--- config.mk ---
export PLATFORM = sky130hd
export DESIGN_NAME = imss_status_top
export DESIGN_NICKNAME = d
export VERILOG_FILES = /design/src/hdl/imss_pkg.sv /design/src/hdl/imss_flag_if.sv /design/src/hdl/imss_sample_flags.sv /design/src/hdl/imss_status_top.sv
export SDC_FILE = /design/constraint.sdc
export NUM_CORES = 1
export LEC_CHECK = 0
export BUFFER_PORTS_ARGS = -buffer_cell sky130_fd_sc_hd__buf_2
export CORE_UTILIZATION = 33
export CTS_BUF_LIST = sky130_fd_sc_hd__clkbuf_8
export CTS_CLUSTER_SIZE = 28
export DETAILED_ROUTE_END_ITERATION = 12
export HOLD_SLACK_MARGIN = 0.05
export MAX_ROUTING_LAYER = met4
export PLACE_DENSITY = 0.65
export REMOVE_ABC_BUFFERS = 1
export SYNTH_ARGS = -nofsm -noshare
export SYNTH_HDL_FRONTEND = slang
export SYNTH_HIERARCHICAL = 1
export SYNTH_SLANG_ARGS = --single-unit
--- constraint.sdc ---
create_clock -name hclk -period 6.55 [get_ports hclk]
set_input_delay 0.655 -clock hclk [delete_from_list [all_inputs] [get_ports hclk]]
set_output_delay 0.655 -clock hclk [all_outputs]
set_load 0.01 [all_outputs]
--- src/hdl/imss_pkg.sv ---
package imss_pkg;
    // Printed offsets are word indices; byte address is four times the index
    localparam logic [7:0] IMSS_IDX_DATA_STATUS = 8'h16;
    localparam logic [7:0] IMSS_IDX_MISC = 8'h17;
    localparam logic [7:0] IMSS_IDX_TSTAMP = 8'h18;
    localparam logic [7:0] IMSS_IDX_CTRL = 8'h20;
    localparam logic [7:0] IMSS_IDX_IRQ_STAT = 8'h21;
    localparam logic [7:0] IMSS_IDX_IRQ_MASK = 8'h22;
    localparam logic [7:0] IMSS_IDX_SNAPSHOT = 8'h23;

    // output_data_status fields
    localparam int IMSS_ST0_ORIENT_OVRN = 7;
    localparam int IMSS_ST0_MAG_OVRN = 6;
    localparam int IMSS_ST0_GYRO_OVRN = 5;
    localparam int IMSS_ST0_ACCEL_OVRN = 4;
    localparam int IMSS_ST0_ORIENT_NEW = 3;
    localparam int IMSS_ST0_MAG_VALID = 2;
    localparam int IMSS_ST0_GYRO_NEW = 1;
    localparam int IMSS_ST0_ACCEL_NEW = 0;

    // misc_status fields
    localparam int IMSS_MISC_WAKEUP = 2;
    localparam int IMSS_MISC_FIFO_READY = 1;
    localparam int IMSS_MISC_CMD_DONE = 0;

    // control fields
    localparam int IMSS_CTRL_ACCEL_EN = 0;
    localparam int IMSS_CTRL_GYRO_EN = 1;
    localparam int IMSS_CTRL_MAG_EN = 2;
    localparam int IMSS_CTRL_ORIENT_EN = 3;
    localparam int IMSS_CTRL_LEVEL_SEL = 7;

    // interrupt status fields
    localparam int IMSS_IRQ_DATA = 0;
    localparam int IMSS_IRQ_OVRN = 1;
    localparam int IMSS_IRQ_WAKEUP = 2;
    localparam int IMSS_IRQ_CMD = 3;

    localparam logic [7:0] IMSS_RST_BYTE = 8'h00;
    localparam logic [3:0] IMSS_RST_IRQ = 4'h0;
    localparam logic [31:0] IMSS_RST_WORD = 32'h0000_0000;
    localparam logic [2:0] IMSS_HSIZE_WORD = 3'h2;

    typedef enum logic [0:0] {
        IMSS_RD_LIVE = 1'b0,
        IMSS_RD_FROZEN = 1'b1
    } imss_rd_state_t;
endpackage

--- src/hdl/imss_flag_if.sv ---
`timescale 1ns/1ns
interface imss_flag_if;
    logic accel_evt;
    logic gyro_evt;
    logic mag_evt;
    logic orient_evt;
    logic mag_en;
    logic rd_clear;
    logic [7:0] data_status;
    logic ovrn_evt;
    modport core (output accel_evt, gyro_evt, mag_evt, orient_evt, mag_en, rd_clear,
                  input data_status, ovrn_evt);
    modport flags (input accel_evt, gyro_evt, mag_evt, orient_evt, mag_en, rd_clear,
                   output data_status, ovrn_evt);
endinterface

--- src/hdl/imss_sample_flags.sv ---
`timescale 1ns/1ns
module imss_sample_flags
    import imss_pkg::*;
(
    input wire logic hclk,
    input wire logic hresetn,
    imss_flag_if.flags fl
);
    logic [3:0] new_ff;
    logic [3:0] ovrn_ff;
    logic mag_valid_ff;
    // Index order: accel, gyro, mag, orientation
    wire [3:0] evt = {fl.orient_evt, fl.mag_evt, fl.gyro_evt, fl.accel_evt};
    // A sample lost only if its predecessor is unread and not being read now
    wire [3:0] ovrn_set = evt & new_ff & {4{~fl.rd_clear}};
    wire [3:0] clr = {4{fl.rd_clear}};
    wire [3:0] nxt_new = (new_ff & ~clr) | evt;
    wire [3:0] nxt_ovrn = (ovrn_ff & ~clr) | ovrn_set;
    // Held valid while enabled; the held result is repeated between updates
    wire nxt_mag_valid = fl.mag_en & (mag_valid_ff | fl.mag_evt);

    always_ff @(posedge hclk or negedge hresetn) begin
        if (!hresetn) begin
            new_ff <= IMSS_RST_IRQ;
            ovrn_ff <= IMSS_RST_IRQ;
            mag_valid_ff <= 1'b0;
        end else begin
            new_ff <= nxt_new;
            ovrn_ff <= nxt_ovrn;
            mag_valid_ff <= nxt_mag_valid;
        end
    end

    assign fl.ovrn_evt = |ovrn_set;
    always_comb begin
        fl.data_status = IMSS_RST_BYTE;
        fl.data_status[IMSS_ST0_ORIENT_OVRN] = ovrn_ff[3];
        fl.data_status[IMSS_ST0_MAG_OVRN] = ovrn_ff[2];
        fl.data_status[IMSS_ST0_GYRO_OVRN] = ovrn_ff[1];
        fl.data_status[IMSS_ST0_ACCEL_OVRN] = ovrn_ff[0];
        fl.data_status[IMSS_ST0_ORIENT_NEW] = new_ff[3];
        fl.data_status[IMSS_ST0_MAG_VALID] = mag_valid_ff;
        fl.data_status[IMSS_ST0_GYRO_NEW] = new_ff[1];
        fl.data_status[IMSS_ST0_ACCEL_NEW] = new_ff[0];
    end
endmodule

--- src/hdl/imss_status_top.sv ---
// The AHB-Lite slave port is this design's own decision.
`timescale 1ns/1ns
// Functional notes
// Orientation and magnetometer overrun bits 7/6 set when unread result replaced.
// Gyro and accel overrun bits 5/4 set when unread samples overwritten.
// Magnetometer overrun shown in bit 6; zero means nothing lost.
// Orientation new-result bit 3 set on update, zero if unchanged since read.
// Gyro new-sample bit 1 set on fresh samples, zero since last read.
// Accel new-sample bit 0 set on fresh samples, zero since last read.
// Bit 2 reports magnetometer result valid at every output tick.
// Slower magnetometer result repeats at each fast tick until a new one.
// Misc bit 2 set on motion wakeup; bits 7 to 3 read zero.
// Misc bit 1 set while sample FIFO has data ready.
// Misc bit 0 is command-complete flag polled by host in handshake.
// 8-bit timestamp counts sample sets of fastest enabled sensor.
// Timestamp wraps from 0xff back to 0x00.
// Level mode: status read freezes outputs, drops ready irq, until last read.
// Edge mode: outputs refresh each tick and ready irq pulses once per tick.
// Reading output data status clears its new-data and overrun flags.
module imss_status_top
    import imss_pkg::*;
#(
    parameter int ADDR_W = 32,
    parameter int SAMPLE_W = 16,
    parameter int RATE_W = 3
) (
    input wire logic hclk,
    input wire logic hresetn,
    input wire logic hsel,
    input wire logic [ADDR_W-1:0] haddr,
    input wire logic [1:0] htrans,
    input wire logic hwrite,
    input wire logic [2:0] hsize,
    input wire logic [31:0] hwdata,
    input wire logic hready,
    output logic hreadyout,
    output logic hresp,
    output logic [31:0] hrdata,
    input wire logic accel_sample_strb,
    input wire logic gyro_sample_strb,
    input wire logic mag_sample_strb,
    input wire logic orient_result_strb,
    input wire logic [RATE_W-1:0] accel_rate,
    input wire logic [RATE_W-1:0] gyro_rate,
    input wire logic [RATE_W-1:0] mag_rate,
    input wire logic [SAMPLE_W-1:0] accel_x,
    input wire logic [SAMPLE_W-1:0] mag_x,
    input wire logic motion_wakeup_evt,
    input wire logic fifo_ready,
    input wire logic command_done,
    output logic data_ready_irq,
    output logic irq
);
    imss_flag_if fl();

    logic [ADDR_W-3:0] wr_idx_ff;
    logic wr_pend_ff;
    logic [31:0] hrdata_ff;
    logic [7:0] ctrl_ff;
    logic [3:0] irq_stat_ff;
    logic [3:0] irq_mask_ff;
    logic irq_ff;
    logic [7:0] tstamp_ff;
    logic wakeup_ff;
    logic fifo_ready_ff;
    logic cmd_done_ff;
    logic [SAMPLE_W-1:0] mag_hold_ff;
    logic [2*SAMPLE_W-1:0] snap_ff;
    imss_rd_state_t rd_state_ff;
    imss_rd_state_t nxt_rd_state;
    logic dri_ff;

    ////////////////////////////////////////////////////////////////////////////
    // Word index compare against a register index
    function automatic logic idx_is(input logic [ADDR_W-3:0] idx, input logic [7:0] reg_idx);
        return idx == (ADDR_W-2)'(reg_idx);
    endfunction

    // Source of the timestamp: enabled sensor with the highest rate code
    function automatic logic [1:0] fastest(input logic [2:0] en, input logic [RATE_W-1:0] ra,
                                           input logic [RATE_W-1:0] rg,
                                           input logic [RATE_W-1:0] rm);
        logic [1:0] src;
        logic [RATE_W-1:0] best;
        src = 2'h0;
        best = ra;
        if (!en[0] || (en[1] && rg > best)) begin
            src = 2'h1;
            best = rg;
        end
        if (!en[src] || (en[2] && rm > best)) begin
            src = 2'h2;
        end
        return src;
    endfunction

    ////////////////////////////////////////////////////////////////////////////
    // Bus decode; zero wait states, so only word accesses are acted upon
    wire [ADDR_W-3:0] addr_idx = haddr[ADDR_W-1:2];
    wire acc_go = hsel & htrans[1] & hready & (hsize == IMSS_HSIZE_WORD);
    wire rd_go = acc_go & ~hwrite;
    wire wr_go = acc_go & hwrite;
    wire st0_rd = rd_go & idx_is(addr_idx, IMSS_IDX_DATA_STATUS);
    wire misc_rd = rd_go & idx_is(addr_idx, IMSS_IDX_MISC);
    wire snap_rd = rd_go & idx_is(addr_idx, IMSS_IDX_SNAPSHOT);
    wire ctrl_wr = wr_pend_ff & idx_is(wr_idx_ff, IMSS_IDX_CTRL);
    wire stat_wr = wr_pend_ff & idx_is(wr_idx_ff, IMSS_IDX_IRQ_STAT);
    wire mask_wr = wr_pend_ff & idx_is(wr_idx_ff, IMSS_IDX_IRQ_MASK);

    wire level_mode = ctrl_ff[IMSS_CTRL_LEVEL_SEL];
    wire accel_g = accel_sample_strb & ctrl_ff[IMSS_CTRL_ACCEL_EN];
    wire gyro_g = gyro_sample_strb & ctrl_ff[IMSS_CTRL_GYRO_EN];
    wire mag_g = mag_sample_strb & ctrl_ff[IMSS_CTRL_MAG_EN];
    wire orient_g = orient_result_strb & ctrl_ff[IMSS_CTRL_ORIENT_EN];
    wire [2:0] sens_en = ctrl_ff[IMSS_CTRL_MAG_EN:IMSS_CTRL_ACCEL_EN];
    wire [1:0] ts_src = fastest(sens_en, accel_rate, gyro_rate, mag_rate);
    wire [2:0] sens_evt = {mag_g, gyro_g, accel_g};
    wire tick = (|sens_en) & sens_evt[ts_src];

    assign fl.accel_evt = accel_g;
    assign fl.gyro_evt = gyro_g;
    assign fl.mag_evt = mag_g;
    assign fl.orient_evt = orient_g;
    assign fl.mag_en = ctrl_ff[IMSS_CTRL_MAG_EN];
    assign fl.rd_clear = st0_rd;

    imss_sample_flags u_flags (
        .hclk(hclk),
        .hresetn(hresetn),
        .fl(fl)
    );

    ////////////////////////////////////////////////////////////////////////////
    // Readout: in level mode a load racing a status read is dropped so the frozen copy
    // matches what the host was told
    wire snap_load = tick & (~level_mode | (rd_state_ff == IMSS_RD_LIVE & ~st0_rd));
    // Mag result missing this tick: repeat the held one
    wire [SAMPLE_W-1:0] mag_pick = mag_g ? mag_x : mag_hold_ff;
    wire nxt_dri = level_mode ? (snap_load | (dri_ff & ~st0_rd)) : tick;

    always_comb begin
        nxt_rd_state = rd_state_ff;
        unique case (rd_state_ff)
            IMSS_RD_LIVE: begin
                if (level_mode && st0_rd) begin
                    nxt_rd_state = IMSS_RD_FROZEN;
                end
            end
            IMSS_RD_FROZEN: begin
                if (!level_mode || snap_rd) begin
                    nxt_rd_state = IMSS_RD_LIVE;
                end
            end
        endcase
    end

    wire [7:0] misc_word = {5'h00, wakeup_ff, fifo_ready_ff, cmd_done_ff};
    wire nxt_wakeup = (wakeup_ff & ~misc_rd) | motion_wakeup_evt;
    wire [3:0] irq_evt = {command_done & ~cmd_done_ff, motion_wakeup_evt, fl.ovrn_evt, snap_load};
    wire [3:0] nxt_irq_stat = (irq_stat_ff & ~({4{stat_wr}} & hwdata[3:0])) | irq_evt;
    wire [3:0] nxt_irq_mask = mask_wr ? hwdata[3:0] : irq_mask_ff;
    wire [31:0] rd_word =
        idx_is(addr_idx, IMSS_IDX_DATA_STATUS) ? {24'h000000, fl.data_status} :
        idx_is(addr_idx, IMSS_IDX_MISC) ? {24'h000000, misc_word} :
        idx_is(addr_idx, IMSS_IDX_TSTAMP) ? {24'h000000, tstamp_ff} :
        idx_is(addr_idx, IMSS_IDX_CTRL) ? {24'h000000, ctrl_ff} :
        idx_is(addr_idx, IMSS_IDX_IRQ_STAT) ? {28'h0000000, irq_stat_ff} :
        idx_is(addr_idx, IMSS_IDX_IRQ_MASK) ? {28'h0000000, irq_mask_ff} :
        idx_is(addr_idx, IMSS_IDX_SNAPSHOT) ? 32'(snap_ff) : IMSS_RST_WORD;

    ////////////////////////////////////////////////////////////////////////////
    always_ff @(posedge hclk or negedge hresetn) begin
        if (!hresetn) begin
            wr_pend_ff <= 1'b0;
            wr_idx_ff <= '0;
            hrdata_ff <= IMSS_RST_WORD;
        end else begin
            wr_pend_ff <= wr_go;
            wr_idx_ff <= wr_go ? addr_idx : wr_idx_ff;
            hrdata_ff <= rd_go ? rd_word : hrdata_ff;
        end
    end

    always_ff @(posedge hclk or negedge hresetn) begin
        if (!hresetn) begin
            ctrl_ff <= IMSS_RST_BYTE;
            irq_stat_ff <= IMSS_RST_IRQ;
            irq_mask_ff <= IMSS_RST_IRQ;
            irq_ff <= 1'b0;
        end else begin
            ctrl_ff <= ctrl_wr ? hwdata[7:0] : ctrl_ff;
            irq_stat_ff <= nxt_irq_stat;
            irq_mask_ff <= nxt_irq_mask;
            irq_ff <= |(nxt_irq_stat & nxt_irq_mask);
        end
    end

    always_ff @(posedge hclk or negedge hresetn) begin
        if (!hresetn) begin
            tstamp_ff <= IMSS_RST_BYTE;
            wakeup_ff <= 1'b0;
            fifo_ready_ff <= 1'b0;
            cmd_done_ff <= 1'b0;
        end else begin
            tstamp_ff <= tick ? 8'(tstamp_ff + 8'h01) : tstamp_ff;
            wakeup_ff <= nxt_wakeup;
            fifo_ready_ff <= fifo_ready;
            cmd_done_ff <= command_done;
        end
    end

    always_ff @(posedge hclk or negedge hresetn) begin
        if (!hresetn) begin
            mag_hold_ff <= '0;
            snap_ff <= '0;
            rd_state_ff <= IMSS_RD_LIVE;
            dri_ff <= 1'b0;
        end else begin
            mag_hold_ff <= mag_pick;
            snap_ff <= snap_load ? {mag_pick, accel_x} : snap_ff;
            rd_state_ff <= nxt_rd_state;
            dri_ff <= nxt_dri;
        end
    end

    assign hreadyout = 1'b1;
    assign hresp = 1'b0;
    assign hrdata = hrdata_ff;
    assign data_ready_irq = dri_ff;
    assign irq = irq_ff;
endmodule

# --- Word level (Yosys, flattened, before mapping) ---
# Cells that the tools add are included.
word_totals:
  reg_bits: 150
  input_bits: 122
  output_inout_bits: 36
  elab_cells: 110
op_classes:
  addsub: 1
  magnitude_cmp: 4
  n_eq_ne: 11
  muxes: 20
  bitwise_logic: 44
  reduce_logical: 12
ops:
  columns: ["op", "n"]
  rows:
  - ["$mux W32", 7]
  - ["$eq A30 B6 Y1 const B", 7]
  - ["$eq A30 B5 Y1 const B", 3]
  - ["$and A4 B4 Y4", 7]
  - ["$and A1 B1 Y1", 22]
  - ["$mux W16", 1]
  - ["$or A4 B4 Y4", 3]
  - ["$add A8 B1 Y8 const B", 1]
  - ["$not A4 Y4", 2]
  - ["$reduce_or A4 Y1", 2]
  - ["$gt A3 B3 Y1", 2]
  - ["$lt A2 B3 Y1 const B", 2]
  - ["$mux W1", 6]
  - ["$not A1 Y1", 6]
  - ["$bmux W1 S2", 2]
  - ["$mux W4", 1]
  - ["$or A1 B1 Y1", 4]
  - ["$eq A3 B2 Y1 const B", 1]
  - ["$logic_and A1 B1 Y1", 3]
  - ["$logic_not A1 Y1", 3]
  - ["$logic_or A1 B1 Y1", 3]
  - ["$mux W3", 1]
  - ["$reduce_or A3 Y1", 1]
  - ["$mux W2", 1]
  - ["$pmux W1 S2", 1]

# --- Logic depth before layout (Yosys ltp) ---
logic_depth:
  depth_word: 16
  depth_mapped: 16
  depth_no_buf: 14

# --- Cells and area by module ---
# The synthesis kept the hierarchy.
modules_own_cells:
  columns: ["module", "n_inst", "cells_each", "area_per_inst_um2", "seq_area_each_um2"]
  rows:
  - ["imss_status_top", 1, 446, 6194.7, 3528.4]
  - ["imss_sample_flags", 1, 30, 351.6, 225.2]

# --- Least setup slack after synthesis ---
# OpenSTA, ideal clock, no wires.
synth_timing:
  path_kind: "input port to flip-flop"
  startpoint: "in accel_rate[2]"
  endpoint: "reg snap_ff[10]"
  setup_time_ns: 0.125
  arrival_ns: 3.637
  required_ns: 6.425
  setup_slack_ns: 2.788
  path_stages: 14
  n_path_buf: 1
  cell_sequence: "inv_1 -> ha_1 -> a21oi_1 -> o21ai_0 -> a31oi_1 -> mux2i_1 -> ha_1 -> nor2b_1 -> o21a_1 -> o211ai_1 -> o211ai_2 -> a2bb2oi_2 -> buf_6 -> mux2_4"
synth_via:
  elab_chain_len: 13
  word_cells_on_any_way: 16
  classes_between: "2 x order compare; 7 x mux; 2 x bitwise; 5 x reduce/logical"
synth_lines:
  columns: ["element", "line", "text"]
  rows:
  - ["from (decl)", "imss_status_top.sv:43", "input wire logic [RATE_W-1:0] accel_rate,"]
  - ["$gt A3 B3 Y1", "imss_status_top.sv:87", "if (!en[0] || (en[1] && rg > best)) begin"]
  - ["$logic_and A1 B1 Y1", "imss_status_top.sv:87", null]
  - ["$logic_or A1 B1 Y1", "imss_status_top.sv:87", null]
  - ["$mux W1", "imss_status_top.sv:87", null]
  - ["$bmux W1 S2", "imss_status_top.sv:91", "if (!en[src] || (en[2] && rm > best)) begin"]
  - ["$mux W1 (implied by the code)", "imss_status_top.sv:91", null]
  - ["$logic_not A1 Y1", "imss_status_top.sv:91", null]
  - ["$logic_or A1 B1 Y1", "imss_status_top.sv:91", null]
  - ["$mux W2 (*)", "imss_status_top.sv:91", null]
  - ["$bmux W1 S2 (*)", "imss_status_top.sv:118", "wire tick = (|sens_en) & sens_evt[ts_src];"]
  - ["$mux W1 (implied by the code) (*)", "imss_status_top.sv:118", null]
  - ["$and A1 B1 Y1 (*)", "imss_status_top.sv:118", null]
  - ["$and A1 B1 Y1 (*)", "imss_status_top.sv:136", "wire snap_load = tick & (~level_mode | (rd_state_ff == IMSS_RD_LIVE & ~st0_rd));"]
  - ["to (signal assigned)", "imss_status_top.sv:220", "snap_ff <= snap_load ? {mag_pick, accel_x} : snap_ff;"]
  - ["to (decl)", "imss_status_top.sv:68", "logic [2*SAMPLE_W-1:0] snap_ff;"]
# Mark *: on every way between the ends. The rest lies on a longest branch, timed or not. The select of a mux whose other input is x is not followed.
# A chain may end at the register's enable or synchronous reset.

# --- Worst setup path after layout ---
layout_timing:
  startpoint: "in accel_rate[2]"
  endpoint: "reg snap_ff[31]"
# Same word-level chain as after synthesis.

==> out/metrics.yaml <==
outcome: "finished clean"
synthAdderAreaFrac: 0.0134
final_nets: 735
met2_usage: 0.263
hold_viol: 0
yosys_warnings: 6
grt_start_max_net_pins: 77
grt_pass1_wl_mm: 24.2
route.detailed.wl_per_inst_um: 17.4
clock_path_buffers: 2
cp.arrival_ps: 4750
grt_overflow: 0
synth_mux_area_frac: 0.182
viasPerCell: 4.94
synth_cells: 476
vias: 4381
grt_pass1_vias: 4564
hpwl_mm: 11.0
final_max_slew_viol_count: 0
pre_cts_ws_ps: 1620
ios: 158
synth_edf_count: 0
synth_top_cell_area_share: 0.573
netlist_top_cells_area: "dfrtp_1, mux2_2, mux2_4"
clock_latency_ps: 450
fin_tns_setup_ps: 0
critPathKind: "primary input to flip-flop"
synth_xor_area_frac: 0.00937
drive_above_1_share: 0.441
drc: 0
setup_violations: 0
die_x_um: 143
grt_use_total: 0.163
dieArea_mm2: 0.0204
leakage_uw: 0.00389
hold_ws_ps: 206
drv_cap: 0
final_common_cell: "dfrtp_1"
synth_top_family_by_area: "multiplexers"
route.antenna.remaining_nets: 0
hold_class: "primary input to asynchronous set/reset pin"
synthFlopType: "dfrtp_1"
antenna_found_initial: 2
cp-end-kind: "flip-flop"
cp_max_fo: 21
synthSimpleGateAreaFrac: 0.0826
required_ps: 6890
cts_setup_buffers: 0
core_mm2: 0.0195
drtIter0Drc: 173
cts-resized-gates: 0
dr.pass1.iters: 4
rows: 51
fin_total_pwr_uw: 1960
htree_num_levels: 4
yosysSeqAreaShare: 0.573
final_cell_mix: "dfrtp_1, buf_2, mux2_2"
wl_mm: 15.4
path_clk_slew_ps: 90
syn-cell-area_mm2: 0.00655
cts_tree: "built"
crit_path_start_kind: "primary input"
synth_cell_type_count: 55
fin_skew_ps: 12.6
period_needed_ps: 4420
post-route-util: 0.402
area_growth_pct: 19.6
top_usage_layer: "met2"
grtUsageMet1: 0.196
gr-usage-met3: 0.0412
die-height_um: 143
async_flop_share: 1.00
peakVddDrop_v: 0.000132
synth_area_per_cell_um2: 13.8
synth_compound_area_frac: 0.108
cts_buffers: 17
tightest_slew_ps: 1250
gp_congestion: 0.832
pwr_density_cell_mw_per_mm2: 250
synth_seq_cells: 150
cts_hold_buffers: 0
layout_setup_ws_ps: 2130
maxSlewHeadroom: 0.165
rsz0062_at_grt: "false"
port_buffers: 128
fmax_mhz: 226
fin_crit_sh: 0.674
start_util: 0.336
cts.sinks: 150
clock-root-buffer: "clkbuf_8"
yosys.area.top_type: "dfrtp_1"
-- stage by stage --
| step | std cells | area (um^2) |
|---|---|---|
| floorplan | 451 | 6400 |
| global placement | 852 | 7450 |
| global route | 886 | 7830 |
| detailed placement | 852 | 7450 |
| CTS | 884 | 7820 |
| finish | 886 | 7830 |
-- area by class of cell --
class | count | area [um^2]
fillers | 1867 | 11600
flip-flops and latches | 150 | 3750
multi-input cells | 287 | 2600
repair buffers | 136 | 707
well taps | 265 | 332
clock buffers | 17 | 234
clock inverters | 15 | 141
inverters | 14 | 52.6
diodes | 2 | 5.00
-- flip-flops by register name (all words and copies together), names as in the netlist, 8 cells and up --
| register | cells |
|---|---|
| mag_hold_ff | 16 |
| snap_ff | 32 |
| wr_idx_ff | 30 |
| ctrl_ff | 8 |
| tstamp_ff | 8 |
| hrdata | 32 |
-- path summary, 6_finish.rpt --
path                               startpoint              end  slack (ps)  depth (start not counted)
worst min register to register   tstamp_ff[7]     tstamp_ff[7]         470                          1
max in group asynchronous             hresetn  mag_hold_ff[12]        4940                          2
worst min-delay path                  hresetn       ctrl_ff[0]         210                          1
worst max-delay path            accel_rate[2]      snap_ff[31]        2130                         15
worst max register to register     ctrl_ff[0]      snap_ff[31]        2600                         11
min in group hclk                  fifo_ready    fifo_ready_ff         320                          1
-- worst max-delay path: stages --
cell       delay [ps]
buf_2              90
inv_1              40
ha_1              330
a21oi_1           130
o21ai_0           150
a31oi_1           420
mux2i_1           260
ha_1              260
nor2b_1           140
o21a_1            160
o211ai_1          270
o211ai_2          300
a2bb2oi_4         820
buf_4             360
mux2_2            350
-- where the power goes --
part / leakage [uW] / internal (uW) / switching (uW) / total, uW
logic: 0.00176 / 111 / 105 / 216
clock network: 0.000188 / 333 / 351 / 683
registers: 0.00195 / 999 / 59.8 / 1060
-- cells by family after synthesis --
family,Yosys count
flip-flops,150
XOR/XNOR,7
AND/OR/NAND/NOR,85
other,2
multiplexers,94
adder cells (fa/ha/maj),7
AO/OA/AOI/OAI,92
buffers and inverters,39
-- routing by layer --
metal / vias up / part of all wire / wire (um)
met5: - / 0 / 0
met4: 0 / 0.013 / 206
met3: 16 / 0.050 / 771
met2: 118 / 0.50 / 7690
met1: 2216 / 0.44 / 6720
li1: 2031 / - / -
-- synthesized netlist by cell type (2+ instances only) --
library cell and n:
dfrtp_1 150, mux2_2 61, a22o_1 30, mux2_4 27, a21oi_1 18, nor2_1 16, inv_1 13, nand2_1 13
clkbuf_1 10, buf_4 8, ha_1 7, nor4_1 7, nor4_2 7, xor2_1 7, a222oi_1 6, a22oi_1 6
a21o_1 5, nand2b_1 5, nand3_1 5, nand4_1 5, o21ai_0 5, a211oi_1 4, a31oi_1 4, nor2b_1 4
and2_1 3, and3_1 3, buf_1 3, buf_6 3, mux2i_1 3, mux4_2 3, nor3_1 3, nor4b_1 3
nor4bb_1 3, or2_2 3, conb_1 2, o21a_1 2
(Power assumes the default switching activity.)
